### src/logic/bbp_pkg.sv
// Package of constants and carrier types for the boolean bit processor.
`default_nettype none
package bbp_pkg;
  localparam int unsigned WORD_W       = 24;
  localparam int unsigned ADDR_W       = 20;
  localparam int unsigned COND_W       = 4;
  localparam int unsigned COND_ZERO_POS = 2;
  localparam int unsigned OP1_LSB      = 12;
  localparam int unsigned OP2_LSB      = 13;
  localparam int unsigned BITSEL_LSB   = 8;
  localparam int unsigned BITSEL_W     = 5;
  localparam int unsigned DISP_W       = 8;
  localparam int unsigned COMPAT_W     = 18;
  localparam logic [4:0]  BITSEL_MAX   = 5'h17;
  localparam logic [11:0] OP_CLR_FLAG  = 12'hFE2;
  localparam logic [11:0] OP_SET_FLAG  = 12'hFE3;
  localparam logic [11:0] OP_LD_BASE   = 12'hFE4;
  localparam logic [11:0] OP_ST_BASE   = 12'hFE5;
  localparam logic [11:0] OP_QRY_FLAG  = 12'hFE6;
  localparam logic [11:0] OP_INV_FLAG  = 12'hFE7;
  localparam logic [10:0] OP_AND_MEM   = 11'h7F4;
  localparam logic [10:0] OP_ANDN_MEM  = 11'h7F5;
  localparam logic [10:0] OP_OR_MEM    = 11'h7F6;
  localparam logic [10:0] OP_ORN_MEM   = 11'h7F7;
  localparam logic [10:0] OP_XOR_MEM   = 11'h7F8;
  localparam logic [10:0] OP_XORN_MEM  = 11'h7F9;
  localparam logic [10:0] OP_LD_FLAG   = 11'h7FA;
  localparam logic [10:0] OP_SET_MEM   = 11'h7FB;
  localparam logic [10:0] OP_CLR_MEM   = 11'h7FC;
  localparam logic [10:0] OP_QRY_MEM   = 11'h7FD;
  localparam logic [WORD_W-1:0] KREG_RST = 24'h000000;
  localparam logic [ADDR_W-1:0] BASE_RST = 20'h00000;

  typedef enum logic [4:0] {
    BBP_OP_NONE, BBP_OP_CLR_FLAG, BBP_OP_SET_FLAG, BBP_OP_LD_BASE, BBP_OP_ST_BASE,
    BBP_OP_QRY_FLAG, BBP_OP_INV_FLAG, BBP_OP_AND, BBP_OP_ANDN, BBP_OP_OR, BBP_OP_ORN,
    BBP_OP_XOR, BBP_OP_XORN, BBP_OP_LD_FLAG, BBP_OP_SET_MEM, BBP_OP_CLR_MEM,
    BBP_OP_QRY_MEM
  } bbp_op_t;

  typedef struct packed {
    logic              valid;
    logic [WORD_W-1:0] word;
  } bbp_instr_t;

  typedef struct packed {
    bbp_op_t            op;
    logic [BITSEL_W-1:0] bitsel;
    logic [DISP_W-1:0]  disp;
  } bbp_dec_t;

  typedef struct packed {
    logic              req;
    logic              we;
    logic              lock;
    logic [ADDR_W-1:0] addr;
    logic [WORD_W-1:0] wdata;
  } bbp_mem_req_t;
endpackage : bbp_pkg
`default_nettype wire

### src/logic/bbp_decode.sv
// Instruction decoder for the boolean bit processor.
`default_nettype none
module bbp_decode
  import bbp_pkg::*;
(
  input  wire logic [bbp_pkg::WORD_W-1:0] word_i,
  output bbp_pkg::bbp_dec_t               dec_o
);
  import bbp_pkg::*;

  always_comb begin
    dec_o.disp   = word_i[DISP_W-1:0]; // RQ2
    dec_o.bitsel = word_i[BITSEL_LSB +: BITSEL_W]; // RQ3
    dec_o.op     = BBP_OP_NONE;
    unique case (word_i[WORD_W-1:OP1_LSB]) // RQ1
      OP_CLR_FLAG: dec_o.op = BBP_OP_CLR_FLAG;
      OP_SET_FLAG: dec_o.op = BBP_OP_SET_FLAG;
      OP_LD_BASE:  dec_o.op = BBP_OP_LD_BASE;
      OP_ST_BASE:  dec_o.op = BBP_OP_ST_BASE;
      OP_QRY_FLAG: dec_o.op = BBP_OP_QRY_FLAG;
      OP_INV_FLAG: dec_o.op = BBP_OP_INV_FLAG;
      default: begin
        unique case (word_i[WORD_W-1:OP2_LSB]) // RQ3
          OP_AND_MEM:  dec_o.op = BBP_OP_AND;
          OP_ANDN_MEM: dec_o.op = BBP_OP_ANDN;
          OP_OR_MEM:   dec_o.op = BBP_OP_OR;
          OP_ORN_MEM:  dec_o.op = BBP_OP_ORN;
          OP_XOR_MEM:  dec_o.op = BBP_OP_XOR;
          OP_XORN_MEM: dec_o.op = BBP_OP_XORN;
          OP_LD_FLAG:  dec_o.op = BBP_OP_LD_FLAG;
          OP_SET_MEM:  dec_o.op = BBP_OP_SET_MEM;
          OP_CLR_MEM:  dec_o.op = BBP_OP_CLR_MEM;
          OP_QRY_MEM:  dec_o.op = BBP_OP_QRY_MEM;
          default:     dec_o.op = BBP_OP_NONE;
        endcase
      end
    endcase
  end
endmodule : bbp_decode
`default_nettype wire

### src/logic/bbp_core.sv
// Boolean bit processor execution core.
// Summary of operation
// (RQ1) First form: opcode in bits 23-12, bits 11-0 ignored.
// (RQ2) Second form: effective address is base pointer plus 8-bit displacement.
// (RQ3) Second form: bits 12-8 select bit, bits 23-13 hold the opcode.
// (RQ4) Software keeps bit selector at 23 or below; larger values read zero.
// (RQ5) Reporting ops clear condition, then bit 2 set when reported value is zero.
// (RQ6) Clear flag: flag becomes zero, old flag reported.
// (RQ7) Set flag: flag becomes one, old flag reported.
// (RQ8) Load base from index: 18 or 20 low bits by mode; condition kept.
// (RQ9) Store base to index: low 18 or 20 bits, upper zeroed; condition kept.
// (RQ10) Query flag: flag kept, its value reported.
// (RQ11) Invert flag: flag complemented, new value reported.
// (RQ12) AND memory bit into flag, report result.
// (RQ13) AND inverted memory bit into flag, report result.
// (RQ14) OR memory bit into flag, report result.
// (RQ15) OR inverted memory bit into flag, report result.
// (RQ16) XOR memory bit into flag, report result.
// (RQ17) XOR inverted memory bit into flag, report result.
// (RQ18) Load flag from memory bit, report new flag.
// (RQ19) Set memory bit to one; condition untouched.
// (RQ20) Query memory bit without changing memory, report it.
// (RQ21) Clear memory bit, report its old value.
// (RQ22) Clear memory bit holds DMA block and memory lock throughout.
// (RQ23) Memory writes read the word, change one bit, write the word back.
`default_nettype none
module bbp_core
  import bbp_pkg::*;
(
  input  wire logic                       ref_clk_i,
  input  wire logic                       sys_rst_i,
  input  wire bbp_pkg::bbp_instr_t        instr_i,
  input  wire logic                       ext_mode_i,
  input  wire logic                       k_wr_i,
  input  wire logic [bbp_pkg::WORD_W-1:0] k_wdata_i,
  input  wire logic                       mem_ack_i,
  input  wire logic [bbp_pkg::WORD_W-1:0] mem_rdata_i,
  output bbp_pkg::bbp_mem_req_t           mem_o,
  output logic                            dma_block_o,
  output logic                            busy_o,
  output logic                            done_o,
  output logic                            flag_o,
  output logic [bbp_pkg::COND_W-1:0]      cond_o,
  output logic [bbp_pkg::WORD_W-1:0]      k_o,
  output logic [bbp_pkg::ADDR_W-1:0]      base_o
);
  import bbp_pkg::*;

  typedef enum logic [3:0] {
    ST_IDLE  = 4'b0001,
    ST_READ  = 4'b0010,
    ST_WRITE = 4'b0100,
    ST_DONE  = 4'b1000
  } bbp_state_t;

  function automatic logic pick_bit(input logic [WORD_W-1:0] w, input logic [BITSEL_W-1:0] s);
    pick_bit = (s > BITSEL_MAX) ? 1'b0 : w[s]; // RQ4
  endfunction : pick_bit

  function automatic logic [COND_W-1:0] zero_cond(input logic v);
    zero_cond = '0; // RQ5
    zero_cond[COND_ZERO_POS] = ~v; // RQ5
  endfunction : zero_cond

  bbp_dec_t dec;
  bbp_state_t state_reg, state_next;
  bbp_op_t op_reg, op_next;
  logic [BITSEL_W-1:0] sel_reg, sel_next;
  logic [WORD_W-1:0] word_reg, word_next;
  logic flag_reg, flag_next;
  logic [COND_W-1:0] cond_reg, cond_next;
  logic [WORD_W-1:0] k_reg, k_next;
  logic [ADDR_W-1:0] base_reg, base_next;
  bbp_mem_req_t mem_reg, mem_next;
  logic dma_reg, dma_next;
  logic done_reg, done_next;
  logic busy_reg, busy_next;
  logic mbit;
  logic [WORD_W-1:0] bit_mask;
  logic [ADDR_W-1:0] ea;

  bbp_decode u_decode (
    .word_i (instr_i.word),
    .dec_o  (dec)
  );

  assign mbit     = pick_bit(word_reg, sel_reg);
  assign bit_mask = (sel_reg > BITSEL_MAX) ? '0 : (WORD_W'(1) << sel_reg);
  assign ea       = base_reg + ADDR_W'(dec.disp); // RQ2

  always_comb begin
    state_next = state_reg;
    op_next    = op_reg;
    sel_next   = sel_reg;
    word_next  = word_reg;
    flag_next  = flag_reg;
    cond_next  = cond_reg;
    k_next     = k_wr_i ? k_wdata_i : k_reg;
    base_next  = base_reg;
    mem_next   = mem_reg;
    dma_next   = dma_reg;
    done_next  = 1'b0;
    unique case (state_reg)
      ST_IDLE: begin
        if (instr_i.valid) begin
          op_next  = dec.op;
          sel_next = dec.bitsel;
          unique case (dec.op)
            BBP_OP_CLR_FLAG: begin
              flag_next = 1'b0; // RQ6
              cond_next = zero_cond(flag_reg); // RQ6
              done_next = 1'b1;
            end
            BBP_OP_SET_FLAG: begin
              flag_next = 1'b1; // RQ7
              cond_next = zero_cond(flag_reg); // RQ7
              done_next = 1'b1;
            end
            BBP_OP_LD_BASE: begin
              base_next = ext_mode_i ? k_reg[ADDR_W-1:0]
                                     : ADDR_W'(k_reg[COMPAT_W-1:0]); // RQ8
              done_next = 1'b1;
            end
            BBP_OP_ST_BASE: begin
              k_next = ext_mode_i ? WORD_W'(base_reg)
                                  : WORD_W'(base_reg[COMPAT_W-1:0]); // RQ9
              done_next = 1'b1;
            end
            BBP_OP_QRY_FLAG: begin
              cond_next = zero_cond(flag_reg); // RQ10
              done_next = 1'b1;
            end
            BBP_OP_INV_FLAG: begin
              flag_next = ~flag_reg; // RQ11
              cond_next = zero_cond(~flag_reg); // RQ11
              done_next = 1'b1;
            end
            BBP_OP_NONE: begin
              done_next = 1'b1;
            end
            default: begin
              mem_next.req   = 1'b1;
              mem_next.we    = 1'b0;
              mem_next.addr  = ea;
              mem_next.lock  = (dec.op == BBP_OP_CLR_MEM); // RQ22
              dma_next       = (dec.op == BBP_OP_CLR_MEM); // RQ22
              state_next     = ST_READ;
            end
          endcase
        end
      end
      ST_READ: begin
        if (mem_ack_i) begin
          word_next   = mem_rdata_i;
          mem_next.req = 1'b0;
          state_next  = ST_WRITE;
        end
      end
      ST_WRITE: begin
        unique case (op_reg)
          BBP_OP_AND:     flag_next = flag_reg & mbit; // RQ12
          BBP_OP_ANDN:    flag_next = flag_reg & ~mbit; // RQ13
          BBP_OP_OR:      flag_next = flag_reg | mbit; // RQ14
          BBP_OP_ORN:     flag_next = flag_reg | ~mbit; // RQ15
          BBP_OP_XOR:     flag_next = flag_reg ^ mbit; // RQ16
          BBP_OP_XORN:    flag_next = flag_reg ^ ~mbit; // RQ17
          BBP_OP_LD_FLAG: flag_next = mbit; // RQ18
          default:        flag_next = flag_reg;
        endcase
        unique case (op_reg)
          BBP_OP_SET_MEM: begin
            mem_next.req   = 1'b1;
            mem_next.we    = 1'b1;
            mem_next.wdata = word_reg | bit_mask; // RQ19 RQ23
            state_next     = ST_DONE;
          end
          BBP_OP_CLR_MEM: begin
            mem_next.req   = 1'b1;
            mem_next.we    = 1'b1;
            mem_next.wdata = word_reg & ~bit_mask; // RQ21 RQ23
            cond_next      = zero_cond(mbit); // RQ21
            state_next     = ST_DONE;
          end
          BBP_OP_QRY_MEM: begin
            cond_next  = zero_cond(mbit); // RQ20
            done_next  = 1'b1;
            state_next = ST_IDLE;
          end
          default: begin
            cond_next  = zero_cond(flag_next); // RQ5
            done_next  = 1'b1;
            state_next = ST_IDLE;
          end
        endcase
      end
      ST_DONE: begin
        if (mem_ack_i) begin
          mem_next.req  = 1'b0;
          mem_next.we   = 1'b0;
          mem_next.lock = 1'b0; // RQ22
          dma_next      = 1'b0; // RQ22
          done_next     = 1'b1;
          state_next    = ST_IDLE;
        end
      end
      default: state_next = ST_IDLE;
    endcase
    busy_next = (state_next != ST_IDLE);
  end

  always_ff @(posedge ref_clk_i or posedge sys_rst_i) begin
    if (sys_rst_i) begin
      state_reg <= ST_IDLE;
      op_reg    <= BBP_OP_NONE;
      sel_reg   <= '0;
      word_reg  <= '0;
      flag_reg  <= 1'b0;
      cond_reg  <= '0;
      k_reg     <= KREG_RST;
      base_reg  <= BASE_RST;
      mem_reg   <= '0;
      dma_reg   <= 1'b0;
      done_reg  <= 1'b0;
      busy_reg  <= 1'b0;
    end else begin
      state_reg <= state_next;
      op_reg    <= op_next;
      sel_reg   <= sel_next;
      word_reg  <= word_next;
      flag_reg  <= flag_next;
      cond_reg  <= cond_next;
      k_reg     <= k_next;
      base_reg  <= base_next;
      mem_reg   <= mem_next;
      dma_reg   <= dma_next;
      done_reg  <= done_next;
      busy_reg  <= busy_next;
    end
  end

  assign mem_o       = mem_reg;
  assign dma_block_o = dma_reg;
  assign busy_o      = busy_reg;
  assign done_o      = done_reg;
  assign flag_o      = flag_reg;
  assign cond_o      = cond_reg;
  assign k_o         = k_reg;
  assign base_o      = base_reg;
endmodule : bbp_core
`default_nettype wire

### config.mk
export PLATFORM = sky130hd
export DESIGN_NAME = bbp_core
export DESIGN_NICKNAME = d
export VERILOG_FILES = /design/src/logic/bbp_pkg.sv /design/src/logic/bbp_decode.sv /design/src/logic/bbp_core.sv
export SDC_FILE = /design/constraint.sdc
export NUM_CORES = 1
export LEC_CHECK = 0
export BUFFER_PORTS_ARGS = -buffer_cell sky130_fd_sc_hd__buf_2
export CAP_MARGIN = 20
export CORE_MARGIN = 4
export CORE_UTILIZATION = 45
export CTS_BUF_LIST = sky130_fd_sc_hd__clkbuf_8
export DETAILED_ROUTE_END_ITERATION = 8
export PLACE_DENSITY = 0.7
export REMOVE_ABC_BUFFERS = 1
export SLEW_MARGIN = 20
export SYNTH_ARGS = -nofsm -noshare
export SYNTH_HDL_FRONTEND = slang
export SYNTH_SLANG_ARGS = --single-unit
### constraint.sdc
create_clock -name ref_clk_i -period 5.25 [get_ports ref_clk_i]
set_input_delay 1.3125 -clock ref_clk_i [delete_from_list [all_inputs] [get_ports ref_clk_i]]
set_output_delay 1.3125 -clock ref_clk_i [all_outputs]
set_load 0.01 [all_outputs]
Word level (Yosys, flattened, before mapping)

Cells that the tools add are included.
W data, S select, Z words.

Word-level logic and storage cells: 143
Output and inout port bits: 99
Bits in registers: 137

Bitwise operators: 13
Equal/unequal tests: 46
Shift-type cells: 1
Reductions and logical operators: 20
$add $sub $neg: 1
Order comparisons: 2
Muxes and demuxes: 44

Operator list:

| kind                   | count |
|---|---|
| $mux W24               | 5 |
| $eq A11 B11 Y1 const B | 10 |
| $eq A12 B12 Y1 const B | 6 |
| $pmux W5 S10           | 1 |
| $pmux W24 S2           | 1 |
| $mux W23               | 2 |
| $eq A5 B4 Y1 const B   | 9 |
| $mux W20               | 2 |
| $pmux W5 S6            | 1 |
| $and A24 B24 Y24       | 1 |
| $mux W4                | 6 |
| $not A24 Y24           | 1 |
| $or A24 B24 Y24        | 1 |
| $pmux W4 S2            | 3 |
| $shl A1 B5 Y24 const A | 1 |
| $add A20 B8 Y20        | 1 |
| $eq A5 B3 Y1 const B   | 4 |
| $pmux W4 S4            | 1 |
| $ne A2 B2 Y1 const B   | 6 |
| $mux W1                | 11 |
| $eq A5 B2 Y1 const B   | 2 |
| $pmux W1 S3            | 3 |
| $reduce_and A3 Y1      | 3 |
| $ne A4 B1 Y1 const B   | 2 |
| other kinds (30)       | 44 |

Logic depth before layout (Yosys ltp)

Gate-level depths: netlist of the first run.

Word-level depth: 10
Gate-level depth with buffers: 11
Depth with buffers taken out: 11

Hierarchy

From an unflattened synthesis of the first run, not the netlist that was laid out.

Cells, all modules: 747
Area, all modules: 7108.1 µm²

By module, submodules not included:

| module     | cells an instance | instances | area each (µm²) | seq. area each (µm²) |
|---|---|---|---|---|
| bbp_core   | 707               | 1         | 6801.5          | 3354.5 |
| bbp_decode | 40                | 1         | 306.5           | 0.0 |

Worst setup path before layout of the first run

OpenSTA, ideal clock, no wires.

Path kind: in2reg
Start: in instr_i[15] (netlist name)
End: reg base_reg[0], in the netlist base_o[0]
Arrival: 3.199 ns
Setup time: 0.125 ns
Stages: 9
Path buffers: 2
Setup slack: 1.926 ns
Cells stage by stage: buf_2 > nor2_2 > o21ai_0 > o22a_1 > nor2_1 > nand2_1 > nor3_1 > buf_2 > mux2_2

Word-level cells in the longest chain between the ends: 5
Elaborated cells on any way between the ends: 20
Classes of those cells: 17 x eq/ne; 2 x mux; 1 x reduce/logical

RTL lines:

| element                                | line             | text |
|---|---|---|
| from (decl)                            | bbp_core.sv:32   | `input wire bbp_pkg::bbp_instr_t instr_i,` |
| $eq A11 B11 Y1                         | bbp_decode.sv:23 | `unique case (word_i[WORD_W-1:OP2_LSB])` |
| $pmux W5 S10                           | bbp_decode.sv:23 |  |
| $pmux W5 S6 (*)                        | bbp_decode.sv:15 | `unique case (word_i[WORD_W-1:OP1_LSB])` |
| $eq A5 B2 Y1 (*)                       | bbp_core.sv:108  | `unique case (dec.op)` |
| $reduce_and A3 Y1 (no source line) (*) | -                |  |
| to (signal assigned)                   | bbp_core.sv:233  | `base_reg <= base_next;` |
| to (decl)                              | bbp_core.sv:73   | `logic [ADDR_W-1:0] base_reg, base_next;` |

Every way passes the cells marked *; elsewhere a longest branch is shown, timed or not.
A chain may end at the register's enable or synchronous reset.

Worst setup path in the final report of the first run

Start: in instr_i[0] (netlist name)
End: reg mem_reg (netlist bit mem_o[36])

Word-level cells in the longest chain between the ends: 1

RTL lines:

| element              | line            | text |
|---|---|---|
| $add A20 B8 Y20      | bbp_core.sv:89  | `assign ea = base_reg + ADDR_W'(dec.disp);` |
| to (signal assigned) | bbp_core.sv:234 | `mem_reg <= mem_next;` |
| to (decl)            | bbp_core.sv:74  | `bbp_mem_req_t mem_reg, mem_next;` |

No other way between the ends.

==> results of run 1 <==
## worst paths after layout
check                          endpoint  depth (start not counted)  slack, ns
min reg2reg                   mem_o[13]                          2       0.47
min                           mem_o[13]                          2       0.47
max reg2reg                   cond_o[2]                          8       2.32
min in group asynchronous     mem_o[24]                          2       1.06
max in group asynchronous  state_reg[0]                          3       3.22
max                           mem_o[36]                         12       2.08
## through the flow
step / hold slack [ns] / worst slack [ns] / area (um^2)
after floorplan: 0.486 / 0.356 / 6660
after global placement: 0.459 / 1.67 / 7820
after detailed placement: 0.467 / 1.61 / 7830
final: 0.475 / 2.08 / 8240
after CTS: 0.484 / 2.10 / 8240
after global routing: 0.503 / 1.88 / 8240
## critical path, stage by stage
cell      delay, ns
buf_2          0.08
ha_1           0.16
inv_1          0.06
fa_1           0.40
nor2b_1        0.12
o21ai_0        0.10
a21oi_1        0.19
o21ai_0        0.12
a21oi_1        0.48
o211ai_1       0.19
xor2_1         0.16
o21ai_0        0.16
## cell families after synthesis
family	Yosys count	synth area share (%)
XOR/XNOR	20	2.57
AO/OA/AOI/OAI	136	11.6
multiplexers	97	16.4
flip-flops	134	49.2
AND/OR/NAND/NOR	218	14.9
buffers and inverters	53	3.32
other	1	0.0550
adder cells (fa/ha/maj)	10	1.94
## synth_stat cells (2+ instances only)
cell	count	share of area, %
nand4_1	3	0.28
xor2_1	9	1.2
o21ai_0	70	5.1
nor3b_1	4	0.44
nor2_1	46	2.5
buf_2	4	0.29
nand3_1	24	1.8
xnor2_1	11	1.4
mux4_1	3	1.2
buf_4	4	0.44
a22oi_2	2	0.37
and2_1	3	0.28
and3_1	6	0.55
a21o_1	4	0.44
or2_2	2	0.18
a21boi_0	3	0.33
o211ai_1	8	0.88
mux2_2	52	8.6
nand3b_1	3	0.33
o2111ai_1	2	0.26
a22oi_1	3	0.33
a21oi_1	31	2.3
nor2b_1	7	0.64
mux2i_1	39	5.7
nand2b_1	6	0.55
dfrtp_1	133	49
mux4_2	3	0.99
or3_1	3	0.28
inv_1	15	0.83
nor4b_1	2	0.26
nor3_1	8	0.59
o31ai_1	2	0.22
nand2_1	94	5.2
clkbuf_1	28	1.5
ha_1	9	1.7
## area by class of cell
class	count	area, um^2
clock inverters	9	101
repair buffers	181	933
clock buffers	22	303
well taps	184	230
inverters	15	58.8
multi-input cells	484	3250
fillers	1321	6460
flip-flops and latches	134	3350
## where the power goes
part | switching, mW | internal [mW] | total [mW] | leakage (nW)
sequential | 0.0652 | 1.08 | 1.15 | 1.77
clock | 0.395 | 0.478 | 0.873 | 0.209
combinational | 0.165 | 0.138 | 0.303 | 2.22
## per-layer routing
layer	wire (um)	part of all wire (%)
met5	0	0
met4	216	1.3
met3	1330	8.2
met1	7220	44
met2	7500	46
==> impl_metrics.py, run 1 <==
metrics = {
    "logic_synthesis": {
        "synth_area_per_cell_um2": 10.2,
        "synthFlopType": "dfrtp_1",
        "synth_edf_count": 0,
        "syn_inst": 669,
        "yosys_warnings": 0,
        "ys_seq_area_share_pct": 49.2,
        "netlist_area_um2": 6820,
        "synth_cell_types": 58,
        "synthArstFlopShare_pct": 100,
        "yosys_register_bits": 134,
    },
    "timing": {
        "finalSetupViolCount": 0,
        "fin_crit_ns": 3.17,
        "finalCritPeriodShare_pct": 60.4,
        "relSlewSlack_pct": 40.6,
        "tightest_slew_ns": 0.891,
        "fin_setup_tns_ns": 0,
        "fmax_mhz": 315,
        "grt_setup_unrepaired": "false",
        "fin_worst_skew_ns": 0.0112,
        "slew_viol_final": 0,
        "hold_viol_final": 0,
    },
    "global_routing": {
        "busiest_layer": "met2",
        "grt_pass1_vias": 5215,
        "met3_usage_pct": 7.68,
        "grt_usage_pct": 19.0,
        "antenna_found_initial": 0,
        "grt_pass1_wl_um": 26800,
        "grt_max_degree": 74,
        "grt-ovfl-total": 0,
        "use_met1_pct": 25.0,
        "use_met2_pct": 29.4,
    },
    "power_and_ir_drop": {
        "power_leakage_nw": 4.21,
        "peakVddDrop_v": 0.000176,
        "total_power_mw": 2.32,
        "power_density_nw_per_um2": 282,
    },
    "floorplan": {
        "start_util_pct": 46.4,
        "die_w_um": 131,
        "coreArea_um2": 14700,
        "io_pins": 177,
        "die_area_um2": 17200,
        "core.rowCount": 44,
        "chipHeight_um": 131,
    },
    "cts": {
        "postCtsSetupBuffers": 0,
        "cts_max_level": 4,
        "clock_latency_ns": 0.45,
        "cts_tree": "built",
        "root_buffer": "clkbuf_8",
        "cts_made_buffers": 17,
        "cts_resized": 0,
        "cts_sinks": 134,
        "cts_hold_repair.buffers": 0,
        "clkTransAtPathRegs_ns": 0.07,
        "clockBufferDepth": 2,
    },
    "setup_path": {
        "cp.arrival_ns": 3.54,
        "end_kind": "flip-flop",
        "crit_required_ns": 5.62,
        "cp_max_fo": 6,
        "worst_setup_path_start_kind": "input port",
        "crit_type": "in2reg",
        "r2r-start": "sel_reg[0]",
        "cp-startpoint": "instr_i[0]",
    },
    "drt": {
        "drt-initial-drc-count": 279,
        "antenna_left": 0,
        "avgRoutedWirePerCell_um": 15.8,
        "vias_per_cell": 5.28,
        "vias": 5438,
        "drc": 0,
        "drt_wl_total_um": 16300,
        "firstDrtPassIters": 6,
    },
    "layout": {
        "num_antenna_cells": 0,
        "final_common_cell": "buf_2",
        "largest_reg_flops": 47,
        "finalNetCount": 921,
        "drive_above_1_share_pct": 32.7,
        "area_growth_pct": 20.7,
        "final_util_pct": 56.0,
        "fin_cells": 1029,
        "final_cell_mix": "173 x buf_2, 133 x dfrtp_1, 94 x nand2_1",
    },
    "placement": {
        "numPortBuffers": 173,
        "dp_hpwl_um": 11800,
        "placed_cells": 998,
        "gp_congestion": 0.796,
    },
    "hold_path": {
        "hp-start": "mem_o[13]",
        "hold_class": "reg2reg",
    },
    "job": {
        "max-cap-violations": 0,
    },
    "outcome": {
        "outcome": "finished clean",
    },
}
(Power assumes the default switching activity.)
==> inputs of run 2 (changes only) <==
Settings changed: PLACE_DENSITY 0.7 to 0.72.
Clock period 5.25 ns to 2.9 ns, I/O delays scaled along.
==> impl_metrics.py, run 2 (synthesis gave the netlist of run 1 again) <==
metrics = {
    "timing": {
        "tightest_slew_ns": 0.680,
        "grt_setup_unrepaired": "false",
        "slew_viol_final": 0,
        "relSlewSlack_pct": 54.5,
        "finalSetupViolCount": 0,
        "fin_worst_skew_ns": 0.00925,
        "fin_crit_ns": 2.66,
        "finalCritPeriodShare_pct": 91.6,
        "hold_viol_final": 0,
        "fmax_mhz": 376,
    },
    "layout": {
        "finalInstanceArea_um2": 8390,
        "final_util_pct": 57.0,
        "regArea_um2": 3360,
        "final_common_cell": "buf_2",
        "largest_reg_flops": 47,
        "fillers": 1315,
        "final_cell_mix": "173 x buf_2, 132 x dfrtp_1, 94 x nand2_1",
        "area_growth_pct": 22.9,
        "finalNetCount": 933,
        "multi_input_area_um2": 3250,
        "drive_above_1_share_pct": 33.9,
        "num_antenna_cells": 0,
    },
    "drt": {
        "drt_wl_total_um": 16200,
        "drt-initial-drc-count": 303,
        "avgRoutedWirePerCell_um": 15.5,
        "drc": 0,
        "firstDrtPassIters": 5,
        "vias_per_cell": 5.21,
        "antenna_left": 0,
        "vias": 5430,
    },
    "floorplan": {
        "start_util_pct": 46.4,
        "coreArea_um2": 14700,
        "io_pins": 177,
        "die_area_um2": 17200,
        "die_w_um": 131,
        "chipHeight_um": 131,
        "core.rowCount": 44,
    },
    "power_and_ir_drop": {
        "p_seq_share_pct": 47.0,
        "swShare_pct": 25.7,
        "power_leakage_nw": 4.28,
        "peakVddDrop_v": 0.000397,
        "clkPwrFrac_pct": 39.8,
        "intPower_mw": 3.27,
        "power_density_nw_per_um2": 525,
        "combPwrFrac_pct": 13.2,
        "p_switching_mw": 1.13,
    },
    "job": {
        "max-cap-violations": 0,
    },
    "global_routing": {
        "grt_max_degree": 57,
        "grt_pass1_vias": 5294,
        "grt_pass1_wl_um": 27100,
        "use_met2_pct": 30.4,
        "grt_usage_pct": 19.2,
        "met3_usage_pct": 7.30,
        "busiest_layer": "met2",
        "grt-ovfl-total": 0,
        "antenna_found_initial": 1,
        "use_met1_pct": 25.0,
    },
    "setup_path": {
        "worst_setup_path_start_kind": "flip-flop",
        "r2r_setup_slack_ns": 0.24,
        "cp.arrival_ns": 3.01,
        "r2r_cells": 8,
        "slowest_delay_ns": 0.73,
        "crit_required_ns": 3.25,
        "path_buf_inv": 0,
        "worst_r2r_endpoint": "cond_o[2]",
        "path_cells": "mux4_2 > a22oi_2 > nand4_4 > or3_1 > o211ai_1 > o31ai_1 > a41o_1 > o22ai_2",
        "crit_family": "compound AO/OA/AOI/OAI gates",
        "end_kind": "flip-flop",
        "crit_type": "reg2reg",
        "r2r-start": "sel_reg[1]",
        "slowest_stage": "dfrtp_1",
        "cp_max_fo": 18,
    },
    "cts": {
        "postCtsSetupBuffers": 0,
        "clock_latency_ns": 0.44,
        "cts_tree": "built",
        "clkTransAtPathRegs_ns": 0.08,
        "cts_made_buffers": 17,
        "cts_hold_repair.buffers": 0,
        "root_buffer": "clkbuf_8",
        "clockBufferDepth": 2,
        "cts_sinks": 134,
        "cts_max_level": 4,
    },
    "placement": {
        "gp_congestion": 0.845,
        "dp_hpwl_um": 11800,
        "numPortBuffers": 173,
        "placed_cell_area_um2": 7930,
    },
    "hold_path": {
        "hold_class": "in2async",
    },
    "outcome": {
        "outcome": "finished clean",
    },
}
-- run 2: changes by cell type in the layout (fill, tap and decap cells not counted) --
cell / change
clkinvlp_4: +2
inv_1: -1
buf_12: +1
bufinv_16: +3
buf_8: -1
buf_4: +12
inv_6: +1
dfrtp_2: +1
dfrtp_1: -1
inv_4: -1
clkbuf_8: -4
clkinv_2: +1
-- run 2: worst max path at each step --
stage | slack [ns] | from | depth (start not counted) | to
after global routing | 0.09 | sel_reg[1] | 8 | cond_o[2]
final | 0.24 | sel_reg[1] | 8 | cond_o[2]
after detailed placement | 0.06 | sel_reg[0] | 8 | cond_o[2]
after floorplan | -1.41 | sys_rst_i | 1 | base_o[0]
after global placement | 0.15 | sel_reg[0] | 8 | cond_o[2]
after CTS | 0.03 | sel_reg[0] | 8 | cond_o[2]
-- run 2: metal layers --
| metal | vias to the layer above | wire length [um] |
|---|---|---|
| li1 | 2696 | - |
| met1 | 2543 | 7210 |
| met2 | 170 | 7450 |
| met3 | 19 | 1330 |
| met4 | 2 | 186 |
| met5 | - | 13 |
-- run 2: final cells by class --
type | count | area share (%)
Clock buffer | 18 | 2.95
Inverter | 15 | 0.731
Sequential cell | 134 | 40.0
Timing Repair Buffer | 193 | 12.3
Clock inverter | 14 | 2.48
Multi-Input combinational cell | 484 | 38.8
Tap cell | 184 | 2.75
-- run 2: what timing repair did --
item | 4_1_cts | 5_1_grt
hold endpoints to repair | 0 | 0
endpoints found under the setup margin | 0 | 2
resized for setup | 0 | 1
-- run 2: power groups by stage --
| stage | registers, mW | logic (mW) | clock network, mW |
|---|---|---|---|
| 5_1_grt | 2.09 | 0.646 | 1.89 |
| 3_3_place_gp | 2.11 | 0.583 | 0 |
| 6_report | 2.07 | 0.581 | 1.75 |
| 2_1_floorplan | 2.12 | 0.307 | 0 |
| 3_5_place_dp | 2.11 | 0.588 | 0 |
| 4_1_cts | 2.07 | 0.591 | 1.80 |
-- run 2: metrics by stage --
step                TNS [ns]  hold slack (ns)  setup WS, ns  power (mW)  std cells
finish                     0            0.325         0.243        4.41       1042
global route               0            0.346        0.0857        4.63       1042
CTS                        0            0.332        0.0288        4.47       1042
detailed placement         0            0.465        0.0649        2.70       1010
global placement           0            0.458         0.153        2.69       1010
floorplan            -198.88            0.486         -1.41        2.42        633
